File: src/hdl/gss_pkg.sv
// Constants and types for the engine state save controller.
// Assumes the engine's register window is reached by word address plus byte enables.
package gss_pkg;

	// Register window offsets, printed as byte offsets.
	localparam logic [6:0] CTRL_OFF = 7'h11;
	localparam logic [6:0] LEN_A_OFF = 7'h0C;
	localparam logic [6:0] LEN_B_OFF = 7'h0D;
	// Data port indices in the I/O space.
	localparam logic [6:0] PORT_A_IDX = 7'h0C;
	localparam logic [6:0] PORT_B_IDX = 7'h0D;
	localparam int unsigned CTRL_LANE = int'(CTRL_OFF[1:0]);
	localparam int unsigned LENA_LANE = int'(LEN_A_OFF[1:0]);
	localparam int unsigned LENB_LANE = int'(LEN_B_OFF[1:0]);

	// Control byte field positions.
	localparam int unsigned BIT_ACTIVE = 7;
	localparam int unsigned BIT_ABORT = 5;
	localparam int unsigned BIT_HALTED = 4;
	localparam int unsigned BIT_HALT_REQ = 3;
	localparam int unsigned BIT_DIR = 1;
	// Bits that must be written as zero in the control byte.
	localparam logic [7:0] CTRL_ZERO_MASK = 8'hD5;
	localparam logic [3:0] BE_ALL = 4'hF;
	localparam logic [3:0] BE_ONE = 4'h1;

	localparam int unsigned LEN_W = 8;
	localparam int unsigned POLL_MAX_DEF = 1024;
	localparam int unsigned BUF_DEPTH = 2;

	// Commands taken at the user port.
	typedef enum logic [1:0] {
		OP_ABORT = 2'h0,
		OP_SAVE = 2'h1,
		OP_RESTORE = 2'h2,
		OP_RESUME = 2'h3
	} gss_op_t;

endpackage

File: src/hdl/gss_buf.sv
// Small shift-register FIFO between the save reader and the user stream.
// Assumes one clock; head entry and flags are registers so outputs leave from flops.
`timescale 1ns/1ps
`default_nettype none
module gss_buf #(
	parameter int unsigned W = 32,
	parameter int unsigned DEPTH = 2
) (
	input wire logic clk_i, // System clock.
	input wire logic rst_i, // Asynchronous reset, active high.
	input wire logic in_valid_i, // Word offered.
	input wire logic [W-1:0] in_data_i, // Word offered.
	output logic in_ready_o, // Room for a word.
	output logic out_valid_o, // Head word present.
	output logic [W-1:0] out_data_o, // Head word.
	input wire logic out_ready_i // Drain accepts head.
);

	localparam int unsigned CW = $clog2(DEPTH + 1);
	logic [W-1:0] mem_q [DEPTH];
	logic [CW-1:0] cnt_q;
	logic [CW-1:0] cnt_d;
	logic [CW-1:0] wr_idx;
	logic push;
	logic pop;
	logic rdy_q;
	logic vld_q;

	// Handshakes use the registered flags, so full and empty are exact.
	always_comb begin
		push = in_valid_i && rdy_q;
		pop = vld_q && out_ready_i;
		wr_idx = cnt_q - CW'(pop);
		cnt_d = cnt_q + CW'(push) - CW'(pop);
	end

	// Entries shift toward the head on a pop; order is kept first in first out.
	always_ff @(posedge clk_i or posedge rst_i) begin
		if (rst_i) begin
			for (int i = 0; i < DEPTH; i++) begin
				mem_q[i] <= '0;
			end
		end else begin
			for (int i = 0; i < DEPTH; i++) begin
				if (push && (wr_idx == CW'(i))) begin
					mem_q[i] <= in_data_i;
				end else if (pop && (i < DEPTH - 1)) begin
					mem_q[i] <= mem_q[(i + 1) % DEPTH];
				end
			end
		end
	end

	// Occupancy and the flags derived from it.
	always_ff @(posedge clk_i or posedge rst_i) begin
		if (rst_i) begin
			cnt_q <= '0;
			rdy_q <= 1'b0;
			vld_q <= 1'b0;
		end else begin
			cnt_q <= cnt_d;
			rdy_q <= (cnt_d != CW'(DEPTH));
			vld_q <= (cnt_d != '0);
		end
	end

	assign in_ready_o = rdy_q;
	assign out_valid_o = vld_q;
	assign out_data_o = mem_q[0];

endmodule
`default_nettype wire

File: src/hdl/gss_host_ctrl.sv
// Host-side controller that aborts, halts, saves, restores and resumes the drawing engine.
// Assumes the engine answers each strobe with ack held high until the strobe falls,
// with read data stable before ack rises.
`timescale 1ns/1ps
`default_nettype none
module gss_host_ctrl #(
	parameter int unsigned POLL_MAX = gss_pkg::POLL_MAX_DEF,
	parameter int unsigned BUF_DEPTH = gss_pkg::BUF_DEPTH
) (
	input wire logic clk_i, // System clock, 200 MHz.
	input wire logic rst_i, // Asynchronous reset, active high.
	input wire logic cmd_valid_i, // Command offered.
	input wire logic [1:0] cmd_op_i, // Command code.
	output logic cmd_ready_o, // Command taken when high with valid.
	output logic busy_o, // A command is in progress.
	output logic done_o, // One-cycle pulse at command end.
	output logic err_o, // One-cycle pulse on poll timeout.
	output logic regs_stale_o, // Engine registers need reprogramming.
	input wire logic regs_reprog_i, // Pulse: user has reprogrammed them.
	output logic sv_valid_o, // Saved word available.
	output logic [31:0] sv_data_o, // Saved word.
	output logic sv_part_o, // Saved word belongs to part B.
	input wire logic sv_ready_i, // User takes saved word.
	input wire logic rs_valid_i, // Restore word offered.
	input wire logic [31:0] rs_data_i, // Restore word.
	output logic rs_ready_o, // Restore word taken when high with valid.
	output logic [6:0] dev_addr_o, // Engine word address.
	output logic dev_io_o, // One selects the I/O data port space.
	output logic [3:0] dev_be_o, // Engine byte enables.
	output logic [31:0] dev_wdata_o, // Engine write data.
	output logic dev_wr_o, // Engine write strobe.
	output logic dev_rd_o, // Engine read strobe.
	input wire logic [31:0] dev_rdata_i, // Engine read data.
	input wire logic dev_ack_i // Engine acknowledge.
);

	localparam int unsigned PW = $clog2(POLL_MAX + 1);
	localparam int unsigned LW = gss_pkg::LEN_W;

	typedef enum logic [11:0] {
		ST_IDLE = 12'h001,
		ST_CTLW = 12'h002,
		ST_POLL = 12'h004,
		ST_CHK = 12'h008,
		ST_LENR = 12'h010,
		ST_LENLD = 12'h020,
		ST_NEXTW = 12'h040,
		ST_FILL = 12'h080,
		ST_XFER = 12'h100,
		ST_ACK = 12'h200,
		ST_REL = 12'h400,
		ST_PUSH = 12'h800
	} gss_state_t;

	gss_state_t state_q;
	gss_state_t nxt_q;
	gss_pkg::gss_op_t op_q;
	logic [PW-1:0] poll_q;
	logic [LW-1:0] cnt_q;
	logic [LW-1:0] len_a_q;
	logic [LW-1:0] len_b_q;
	logic part_q;
	logic [31:0] rdat_q;
	logic [31:0] wrd_q;
	logic rs_ready_q;
	logic buf_in_valid_q;
	logic [32:0] buf_in_data_q;
	logic buf_in_ready;
	logic [32:0] buf_out;
	logic [32:0] sync_out;
	logic ack_s;
	logic [31:0] rdata_s;
	logic start;
	logic ack_hi;
	logic poll_ok;
	logic xfer_wr;
	logic last_word;
	logic [7:0] ctrl_rd;
	logic [7:0] ctrl_w;
	logic cmd_ready_q;
	logic busy_q;
	logic done_q;
	logic err_q;
	logic stale_q;
	logic halted_seen_q;
	logic [LW:0] xcnt_q;
	logic [6:0] dev_addr_q;
	logic dev_io_q;
	logic [3:0] dev_be_q;
	logic [31:0] dev_wdata_q;
	logic dev_wr_q;
	logic dev_rd_q;

	// Acknowledge and read data come from the engine pins, so both are synchronised.
	gss_sync #(
		.W(33)
	) u_sync (
		.clk_i(clk_i),
		.rst_i(rst_i),
		.d_i({dev_ack_i, dev_rdata_i}),
		.q_o(sync_out)
	);
	assign ack_s = sync_out[32];
	assign rdata_s = sync_out[31:0];

	// Decisions shared by the processes below.
	always_comb begin
		start = (state_q == ST_IDLE) && cmd_valid_i && cmd_ready_q;
		ack_hi = (state_q == ST_ACK) && ack_s;
		xfer_wr = (op_q == gss_pkg::OP_RESTORE);
		last_word = (state_q == ST_NEXTW) && (cnt_q == '0) && part_q;
		ctrl_rd = rdat_q[8*gss_pkg::CTRL_LANE +: 8];
		ctrl_w = 8'h00;
		poll_ok = 1'b0;
		unique case (op_q)
			gss_pkg::OP_ABORT: begin
				ctrl_w[gss_pkg::BIT_ABORT] = 1'b1;
				poll_ok = !ctrl_rd[gss_pkg::BIT_ACTIVE] && !ctrl_rd[gss_pkg::BIT_ABORT];
			end
			gss_pkg::OP_SAVE: begin
				ctrl_w[gss_pkg::BIT_HALT_REQ] = 1'b1;
				ctrl_w[gss_pkg::BIT_DIR] = 1'b1;
				poll_ok = ctrl_rd[gss_pkg::BIT_HALTED];
			end
			gss_pkg::OP_RESTORE: begin
				ctrl_w[gss_pkg::BIT_HALT_REQ] = 1'b1;
				poll_ok = ctrl_rd[gss_pkg::BIT_HALTED];
			end
			gss_pkg::OP_RESUME: begin
				poll_ok = !ctrl_rd[gss_pkg::BIT_HALTED];
			end
		endcase
	end

	// Sequencer. Every engine access goes through ACK and REL, a four-phase handshake.
	always_ff @(posedge clk_i or posedge rst_i) begin
		if (rst_i) begin
			state_q <= ST_IDLE;
			nxt_q <= ST_IDLE;
		end else begin
			unique case (state_q)
				ST_IDLE: begin
					if (start) begin
						state_q <= ST_CTLW;
					end
				end
				ST_CTLW: begin
					state_q <= ST_ACK;
					nxt_q <= ST_POLL;
				end
				ST_POLL: begin
					state_q <= ST_ACK;
					nxt_q <= ST_CHK;
				end
				ST_CHK: begin
					if (poll_ok) begin
						state_q <= (op_q == gss_pkg::OP_SAVE || xfer_wr) ? ST_LENR : ST_IDLE;
					end else if (poll_q == PW'(POLL_MAX)) begin
						state_q <= ST_IDLE;
					end else begin
						state_q <= ST_POLL;
					end
				end
				ST_LENR: begin
					state_q <= ST_ACK;
					nxt_q <= ST_LENLD;
				end
				ST_LENLD: state_q <= ST_NEXTW;
				ST_NEXTW: begin
					if (cnt_q == '0) begin
						state_q <= part_q ? ST_IDLE : ST_NEXTW;
					end else begin
						state_q <= xfer_wr ? ST_FILL : ST_XFER;
					end
				end
				ST_FILL: begin
					if (rs_valid_i && rs_ready_q) begin
						state_q <= ST_XFER;
					end
				end
				ST_XFER: begin
					state_q <= ST_ACK;
					nxt_q <= xfer_wr ? ST_NEXTW : ST_PUSH;
				end
				ST_ACK: begin
					if (ack_s) begin
						state_q <= ST_REL;
					end
				end
				ST_REL: begin
					if (!ack_s) begin
						state_q <= nxt_q;
					end
				end
				ST_PUSH: begin
					if (buf_in_valid_q && buf_in_ready) begin
						state_q <= ST_NEXTW;
					end
				end
				default: state_q <= ST_IDLE;
			endcase
		end
	end

	// Command, poll budget, lengths and word counts. Counts stop at zero, never wrap.
	always_ff @(posedge clk_i or posedge rst_i) begin
		if (rst_i) begin
			op_q <= gss_pkg::OP_ABORT;
			poll_q <= '0;
			cnt_q <= '0;
			len_a_q <= '0;
			len_b_q <= '0;
			part_q <= 1'b0;
		end else begin
			if (start) begin
				op_q <= gss_pkg::gss_op_t'(cmd_op_i);
				poll_q <= '0;
			end else if (state_q == ST_CHK && !poll_ok) begin
				poll_q <= poll_q + PW'(1);
			end
			if (state_q == ST_LENLD) begin
				len_a_q <= rdat_q[8*gss_pkg::LENA_LANE +: LW];
				len_b_q <= rdat_q[8*gss_pkg::LENB_LANE +: LW];
				cnt_q <= rdat_q[8*gss_pkg::LENA_LANE +: LW];
				part_q <= 1'b0;
			end else if (state_q == ST_NEXTW && cnt_q == '0 && !part_q) begin
				cnt_q <= len_b_q;
				part_q <= 1'b1;
			end else if (state_q == ST_XFER) begin
				cnt_q <= cnt_q - LW'(1);
			end
		end
	end

	// Engine pins. Only the control byte, the length word and the two ports are touched.
	always_ff @(posedge clk_i or posedge rst_i) begin
		if (rst_i) begin
			dev_addr_q <= '0;
			dev_io_q <= 1'b0;
			dev_be_q <= '0;
			dev_wdata_q <= '0;
			dev_wr_q <= 1'b0;
			dev_rd_q <= 1'b0;
			rdat_q <= '0;
		end else if (state_q == ST_CTLW || state_q == ST_POLL) begin
			dev_addr_q <= {gss_pkg::CTRL_OFF[6:2], 2'b00};
			dev_io_q <= 1'b0;
			dev_be_q <= gss_pkg::BE_ONE << gss_pkg::CTRL_LANE;
			dev_wdata_q <= 32'(ctrl_w) << (8 * gss_pkg::CTRL_LANE);
			dev_wr_q <= (state_q == ST_CTLW);
			dev_rd_q <= (state_q == ST_POLL);
		end else if (state_q == ST_LENR) begin
			dev_addr_q <= {gss_pkg::LEN_A_OFF[6:2], 2'b00};
			dev_io_q <= 1'b0;
			dev_be_q <= (gss_pkg::BE_ONE << gss_pkg::LENA_LANE) | (gss_pkg::BE_ONE << gss_pkg::LENB_LANE);
			dev_rd_q <= 1'b1;
		end else if (state_q == ST_XFER) begin
			dev_addr_q <= part_q ? gss_pkg::PORT_B_IDX : gss_pkg::PORT_A_IDX;
			dev_io_q <= 1'b1;
			dev_be_q <= gss_pkg::BE_ALL;
			dev_wdata_q <= wrd_q;
			dev_wr_q <= xfer_wr;
			dev_rd_q <= !xfer_wr;
		end else if (ack_hi) begin
			dev_wr_q <= 1'b0;
			dev_rd_q <= 1'b0;
			rdat_q <= rdata_s;
		end
	end

	// Word streams. Saved words go through the buffer so a stalled user loses nothing.
	always_ff @(posedge clk_i or posedge rst_i) begin
		if (rst_i) begin
			wrd_q <= '0;
			rs_ready_q <= 1'b0;
			buf_in_valid_q <= 1'b0;
			buf_in_data_q <= '0;
		end else begin
			rs_ready_q <= (state_q == ST_FILL) && !(rs_valid_i && rs_ready_q);
			if (state_q == ST_FILL && rs_valid_i && rs_ready_q) begin
				wrd_q <= rs_data_i;
			end
			if (state_q == ST_REL && !ack_s && nxt_q == ST_PUSH) begin
				buf_in_valid_q <= 1'b1;
				buf_in_data_q <= {part_q, rdat_q};
			end else if (buf_in_ready) begin
				buf_in_valid_q <= 1'b0;
			end
		end
	end

	gss_buf #(
		.W(33),
		.DEPTH(BUF_DEPTH)
	) u_buf (
		.clk_i(clk_i),
		.rst_i(rst_i),
		.in_valid_i(buf_in_valid_q),
		.in_data_i(buf_in_data_q),
		.in_ready_o(buf_in_ready),
		.out_valid_o(sv_valid_o),
		.out_data_o(buf_out),
		.out_ready_i(sv_ready_i)
	);
	assign sv_data_o = buf_out[31:0];
	assign sv_part_o = buf_out[32];

	// Status flags. The stale flag's set wins over a same-cycle clear.
	always_ff @(posedge clk_i or posedge rst_i) begin
		if (rst_i) begin
			cmd_ready_q <= 1'b0;
			busy_q <= 1'b0;
			done_q <= 1'b0;
			err_q <= 1'b0;
			stale_q <= 1'b0;
			halted_seen_q <= 1'b0;
			xcnt_q <= '0;
		end else begin
			cmd_ready_q <= (state_q == ST_IDLE) && !start;
			busy_q <= !((state_q == ST_IDLE) && !start);
			done_q <= last_word || (state_q == ST_CHK && poll_ok && op_q != gss_pkg::OP_SAVE
				&& !xfer_wr);
			err_q <= (state_q == ST_CHK) && !poll_ok && (poll_q == PW'(POLL_MAX));
			if (state_q == ST_CHK && poll_ok && op_q == gss_pkg::OP_ABORT) begin
				stale_q <= 1'b1;
			end else if (regs_reprog_i) begin
				stale_q <= 1'b0;
			end
			if (start) begin
				halted_seen_q <= 1'b0;
				xcnt_q <= '0;
			end else begin
				if (state_q == ST_CHK && poll_ok) begin
					halted_seen_q <= (op_q == gss_pkg::OP_SAVE) || xfer_wr;
				end
				if (state_q == ST_XFER) begin
					xcnt_q <= xcnt_q + (LW + 1)'(1);
				end
			end
		end
	end

	assign cmd_ready_o = cmd_ready_q;
	assign busy_o = busy_q;
	assign done_o = done_q;
	assign err_o = err_q;
	assign regs_stale_o = stale_q;
	assign rs_ready_o = rs_ready_q;
	assign dev_addr_o = dev_addr_q;
	assign dev_io_o = dev_io_q;
	assign dev_be_o = dev_be_q;
	assign dev_wdata_o = dev_wdata_q;
	assign dev_wr_o = dev_wr_q;
	assign dev_rd_o = dev_rd_q;
endmodule
`default_nettype wire

File: src/hdl/gss_sync.sv
// Two-stage synchroniser for signals arriving from the engine pins.
// Assumes each bit is stable long enough to be caught; words need separate qualification.
`timescale 1ns/1ps
`default_nettype none
module gss_sync #(
	parameter int unsigned W = 1
) (
	input wire logic clk_i, // System clock.
	input wire logic rst_i, // Asynchronous reset, active high.
	input wire logic [W-1:0] d_i, // Asynchronous input.
	output logic [W-1:0] q_o // Synchronised output.
);

	logic [W-1:0] meta_q;
	logic [W-1:0] sync_q;

	// The first stage is read only by the second stage.
	always_ff @(posedge clk_i or posedge rst_i) begin
		if (rst_i) begin
			meta_q <= '0;
			sync_q <= '0;
		end else begin
			meta_q <= d_i;
			sync_q <= meta_q;
		end
	end

	assign q_o = sync_q;

endmodule
`default_nettype wire
File: config.mk
export PLATFORM = sky130hd
export DESIGN_NAME = gss_host_ctrl
export DESIGN_NICKNAME = d
export VERILOG_FILES = /design/src/hdl/gss_pkg.sv /design/src/hdl/gss_buf.sv /design/src/hdl/gss_host_ctrl.sv /design/src/hdl/gss_sync.sv
export SDC_FILE = /design/constraint.sdc
export NUM_CORES = 1
export LEC_CHECK = 0
export BUFFER_PORTS_ARGS = -buffer_cell sky130_fd_sc_hd__buf_2
export CAP_MARGIN = 20
export CORE_ASPECT_RATIO = 1.5
export CORE_MARGIN = 5
export CORE_UTILIZATION = 25
export CTS_CLUSTER_DIAMETER = 30
export DETAILED_ROUTE_END_ITERATION = 10
export REMOVE_ABC_BUFFERS = 1
export SLEW_MARGIN = 15
export SYNTH_ARGS = -nofsm -noshare
export SYNTH_HDL_FRONTEND = slang
export SYNTH_SLANG_ARGS = --single-unit
File: constraint.sdc
create_clock -name clk_i -period 13.3 [get_ports clk_i]
set_input_delay 1.995 -clock clk_i [delete_from_list [all_inputs] [get_ports clk_i]]
set_output_delay 1.995 -clock clk_i [all_outputs]
set_load 0.005 [all_outputs]
Word-level counts from Yosys, hierarchy flattened:

Index checks and enable logic that the tools add are counted.

* flip-flop bits (word level): 340
* bits of input ports: 73
* output and inout bits: 86
* word-level logic and storage cells: 173

* add/subtract/negate cells: 5
* equality and inequality tests: 26
* mux-type cells: 51
* bitwise gates (word level): 3
* reductions and logical operators: 58

Operators by type and width (count)
* one-hot mux 12 bit (9 select lines): 1
* two-way mux 32 bit: 3
* two-way mux 12 bit: 6
* two-way mux 33 bit: 2
* one-hot mux 12 bit (4 select lines): 1
* two-way mux 7 bit: 4
* == test 12 bit, second input constant: 2
* logical AND 1 bit: 24
* two-way mux 8 bit: 3
* two-way mux 11 bit: 2
* two-way mux 1 bit: 20
* two-way mux 9 bit: 2
* nonzero test 2 bit: 7
* == test 12 x 1 -> 1 bit, second input constant: 1
* == test 12 x 10 -> 1 bit, second input constant: 1
* == test 12 x 11 -> 1 bit, second input constant: 1
* == test 12 x 2 -> 1 bit, second input constant: 1
* == test 12 x 3 -> 1 bit, second input constant: 1
* == test 12 x 4 -> 1 bit, second input constant: 1
* == test 12 x 5 -> 1 bit, second input constant: 1
* == test 12 x 6 -> 1 bit, second input constant: 1
* == test 12 x 7 -> 1 bit, second input constant: 1
* == test 12 x 8 -> 1 bit, second input constant: 1
* == test 12 x 9 -> 1 bit, second input constant: 1
* 25 further kinds: 55

Longest topological paths before layout:

* depth after elaboration: 7
* depth in mapped cells: 10

Cells and area by module:

From an unflattened synthesis, not the netlist that was laid out.

* cells, all modules: 933
* area total of the unflattened synthesis: 13256.5 um2

Modules (own cells, without submodules)
* gss_host_ctrl: instances 1, cells each 640, area each 8271.7 um2, seq. area each 4782.1 um2
* gss_buf: instances 1, cells each 226, area each 3329.4 um2, seq. area each 1751.7 um2
* gss_sync: instances 1, cells each 67, area each 1655.3 um2, seq. area each 1651.6 um2

Worst setup path before layout:

No wires, ideal clock.

* path type: input-to-reg
* start point: input sv_ready_i
* end point: register u_buf.mem_q[0] (netlist name)
* library setup time: 0.125 ns
* data arrival time: 4.270 ns
* slack: 8.906 ns
* stages: 8
* path through: nand2_1 clkbuf_1 inv_1 ha_1 xor2_1 nor3_1 clkbuf_1 mux2_2

* word-level cells in the longest chain between the ends: 4

RTL lines
* start, declared: line gss_host_ctrl.sv:23 `input wire logic sv_ready_i,`
* logical AND 1 bit: line gss_buf.sv:32 `pop = vld_q && out_ready_i;`
* subtractor 2 x 1 -> 2 bit: line gss_buf.sv:33 `wr_idx = cnt_q - CW'(pop);`
* == test 2 x 1 -> 1 bit: line gss_buf.sv:45 `if (push && (wr_idx == CW'(i))) begin`
* logical AND 1 bit: line gss_buf.sv:45
* end signal, assigned by index: line gss_buf.sv:46 `mem_q[i] <= in_data_i;`
* end signal, assigned by index: line gss_buf.sv:48 `mem_q[i] <= mem_q[(i + 1) % DEPTH];`
* end, declared: line gss_buf.sv:20 `logic [W-1:0] mem_q [DEPTH];`

No other way between the ends.
A chain may end at the register's enable or synchronous reset.

Worst setup path in the final report:

* start point: input sv_ready_i
* end point: register u_buf.mem_q[28] (netlist name)

Same word-level chain as after synthesis.

==> metrics <==
htree depth 3; Port Buf Inserts 155; vias per cell 4.32; Final #Nets 1201; post-route insts no fill 1843; remaining antenna violation count 0; clk root buf clkbuf_16; clk sinks 327; total global routing overflow 0; Hold Path Depth 0; measured slew at the worst slew-check pin around 0.95 ns; Clock Skew 0.0276 ns; Post-DP HPWL 19.5 mm; gpl congestion between 0.8 and 0.9; Post-route DRC 0; Synth Flop Type dfrtp_1; Vias 7968; FF-to-FF path depth 8; DIE WIDTH 195 um; crit path max-delay cell type buf_4; CTS Buf Count 67; Setup crit end kind flop; 1st-pass router iterations 4; fin area 16500 um^2; Crit path top cell by count buf_4; Post-CTS Setup Repair Bufs 0; pin count of the biggest net entering global routing 132; Layout area overhead 28.5%; setup TNS 0 ns; Setup violations, final 0; syn avg cell area 13.3 um^2; Worst Path Arrival 4.21 ns; Reg-to-Reg End u_buf.mem_q[28]; Fillers between 5k and 6k; final cycle utilization of the critical path 0.284; max-cap viol count 0; Rows 101; Worst IR Drop VDD 0.152 mV; commonest cells in the netlist dfrtp_1 (325), mux2_2 (126), nor2_1 (68); initial antenna violation count 2; clock-pin slew on the worst setup and hold paths 0.05 ns; CP max stage delay between 0.5 and 0.6 ns; Worst EP required 13.74 ns; Ys Warns 0; WL/cell about 16 um; Seq/Total Area, Yosys 0.637; outcome finished, final reports clean; dominant cell type by area after synthesis dfrtp_1; Die ar. 56100 um^2; Min-Delay Path Class flop to flop; area of the mapped netlist 12900 um^2; final worst path period need 3.77 ns; #FFs+latches synth approximately 330; top area cells in the synthesized netlist dfrtp_1 (63%), mux2_2 (11%), mux2i_1 (2.6%); vias in the first global route roughly 8.6k; post_cts resized 0; CTS tree built; PnR worst setup slack 9.53 ns; initial drt markers 350; Post-synth EDFFs 0; Pleak 8.28 nW; worst-path maximum fanout 34; die height 288 um; Worst setup SP type primary input; Critical Path, Cell by Cell buf_2 > nand2_2 > buf_4 > inv_1 > ha_1 > xor2_1 > nor3_2 > buf_4 > mux2_2; FF+latch area 8190 um^2; detailed-route wire length approximately 30 mm; RSZ-0062 raised after global routing no; first-pass GRT wire length 47.9 mm; Multi-input gate area 4110 um^2; Slew Viols, Final 0; most frequent cell after synthesis dfrtp_1; crit path kind primary input to flop; clock tree buffer depth 3; top cell type's share of synthesized area 0.633; Post-Syn Instances slightly below 1k; fmax ~0.27 GHz; core box area 50800 um^2; worst hold start u_sync.meta_q[25]; setup slack, reg-to-reg 10.62 ns; Hold Path End u_sync.q_o[25]; I/O pin count 159; placed cells between 1.5k and 2k; cell area power density about 200 nW/um^2; overall power consumption about 3.3 mW; gr usage total 0.107; slew margin rel. 0.364; pre-CTS setup slack around 8.6 ns; cts hold-fix bufs 0; area post-placement about 14000 um^2; layout cells sized above 1 0.367; Async SR Flop Fraction 1.00; Clock Latency Late Sink 0.58 ns; Netlist cell types 65; initial cell density of the core 0.253; r2r startpoint u_buf.out_valid_o; Final Hold Viols 0
[stage by stage]
step	hold WS [ns]	util
finish	0.339	0.325
global route	0.348	0.325
CTS	0.342	0.324
detailed placement	0.335	0.277
global placement	0.334	0.277
floorplan	0.331	-
[area by class of cell]
type,count,share of cell area
Multi-Input combinational cell,536,0.249
Sequential cell,327,0.496
Tap cell,669,0.0507
Timing Repair Buffer,164,0.0523
Clock inverter,43,0.0363
Clock buffer,80,0.110
Inverter,23,0.00568
Antenna cell,1,0.000152
[worst max-delay path, delay by kind of cell]
kind	cells	cell delay, ns
XOR/XNOR	1	0.21
multiplexers	1	0.39
AND/OR/NAND/NOR	2	0.17
buffers and inverters	4	1.16
adder cells (fa/ha/maj)	1	0.22
[cells in the final DEF, fill, tap and decap left out, types with 10 or more instances in the layout]
cell,Yosys,layout
xnor2_1,10,10
a22o_1,31,31
dfrtp_1,325,325
mux2_2,126,126
nor3_1,11,10
o21ai_0,14,14
clkbuf_16,0,68
buf_2,6,155
nor2_1,68,68
nand2_1,49,47
a21oi_1,46,46
inv_1,23,22
mux2i_1,34,34
nand3_1,11,11
inv_6,0,13
[flip-flops by register name, summed over array words and instances (netlist names), 11 cells and up]
name,cells
u_sync.meta_q,33
u_buf.mem_q,33
poll_q,11
state_q,12
buf_in_data_q,33
u_buf.out_data_o,33
rdat_q,32
u_sync.q_o,33
wrd_q,32
dev_wdata_o,32
[cell families after synthesis]
kind of cell / synth area share
compound gates: 0.0659
xor+xnor: 0.0123
fa+ha+maj: 0.00876
buf+inv: 0.0453
flops: 0.637
mux: 0.140
other cells: 0.000292
simple gates: 0.0902
[metal layers]
layer / GRT usage / wire length [um]
met1: 0.126 / 12200
met3: 0.0306 / 1780
met4: 0.0412 / 652
met5: 0 / 27
met2: 0.183 / 15300
[how the worst max path moves through the flow]
stage,from,endpoint
after floorplan,rst_i,buf_in_data_q[0]
after global placement,sv_ready_i,u_buf.out_data_o[18]
after detailed placement,sv_ready_i,u_buf.out_data_o[22]
after CTS,sv_ready_i,u_buf.out_data_o[22]
after global routing,sv_ready_i,u_buf.out_data_o[26]
final,sv_ready_i,u_buf.mem_q[28]
[power by group]
group	internal (mW)	switching, mW
registers	1.11	0.0844
logic	0.152	0.179
clock network	1.16	0.594
total	2.42	0.857
Power figures use the tool's default switching activity.
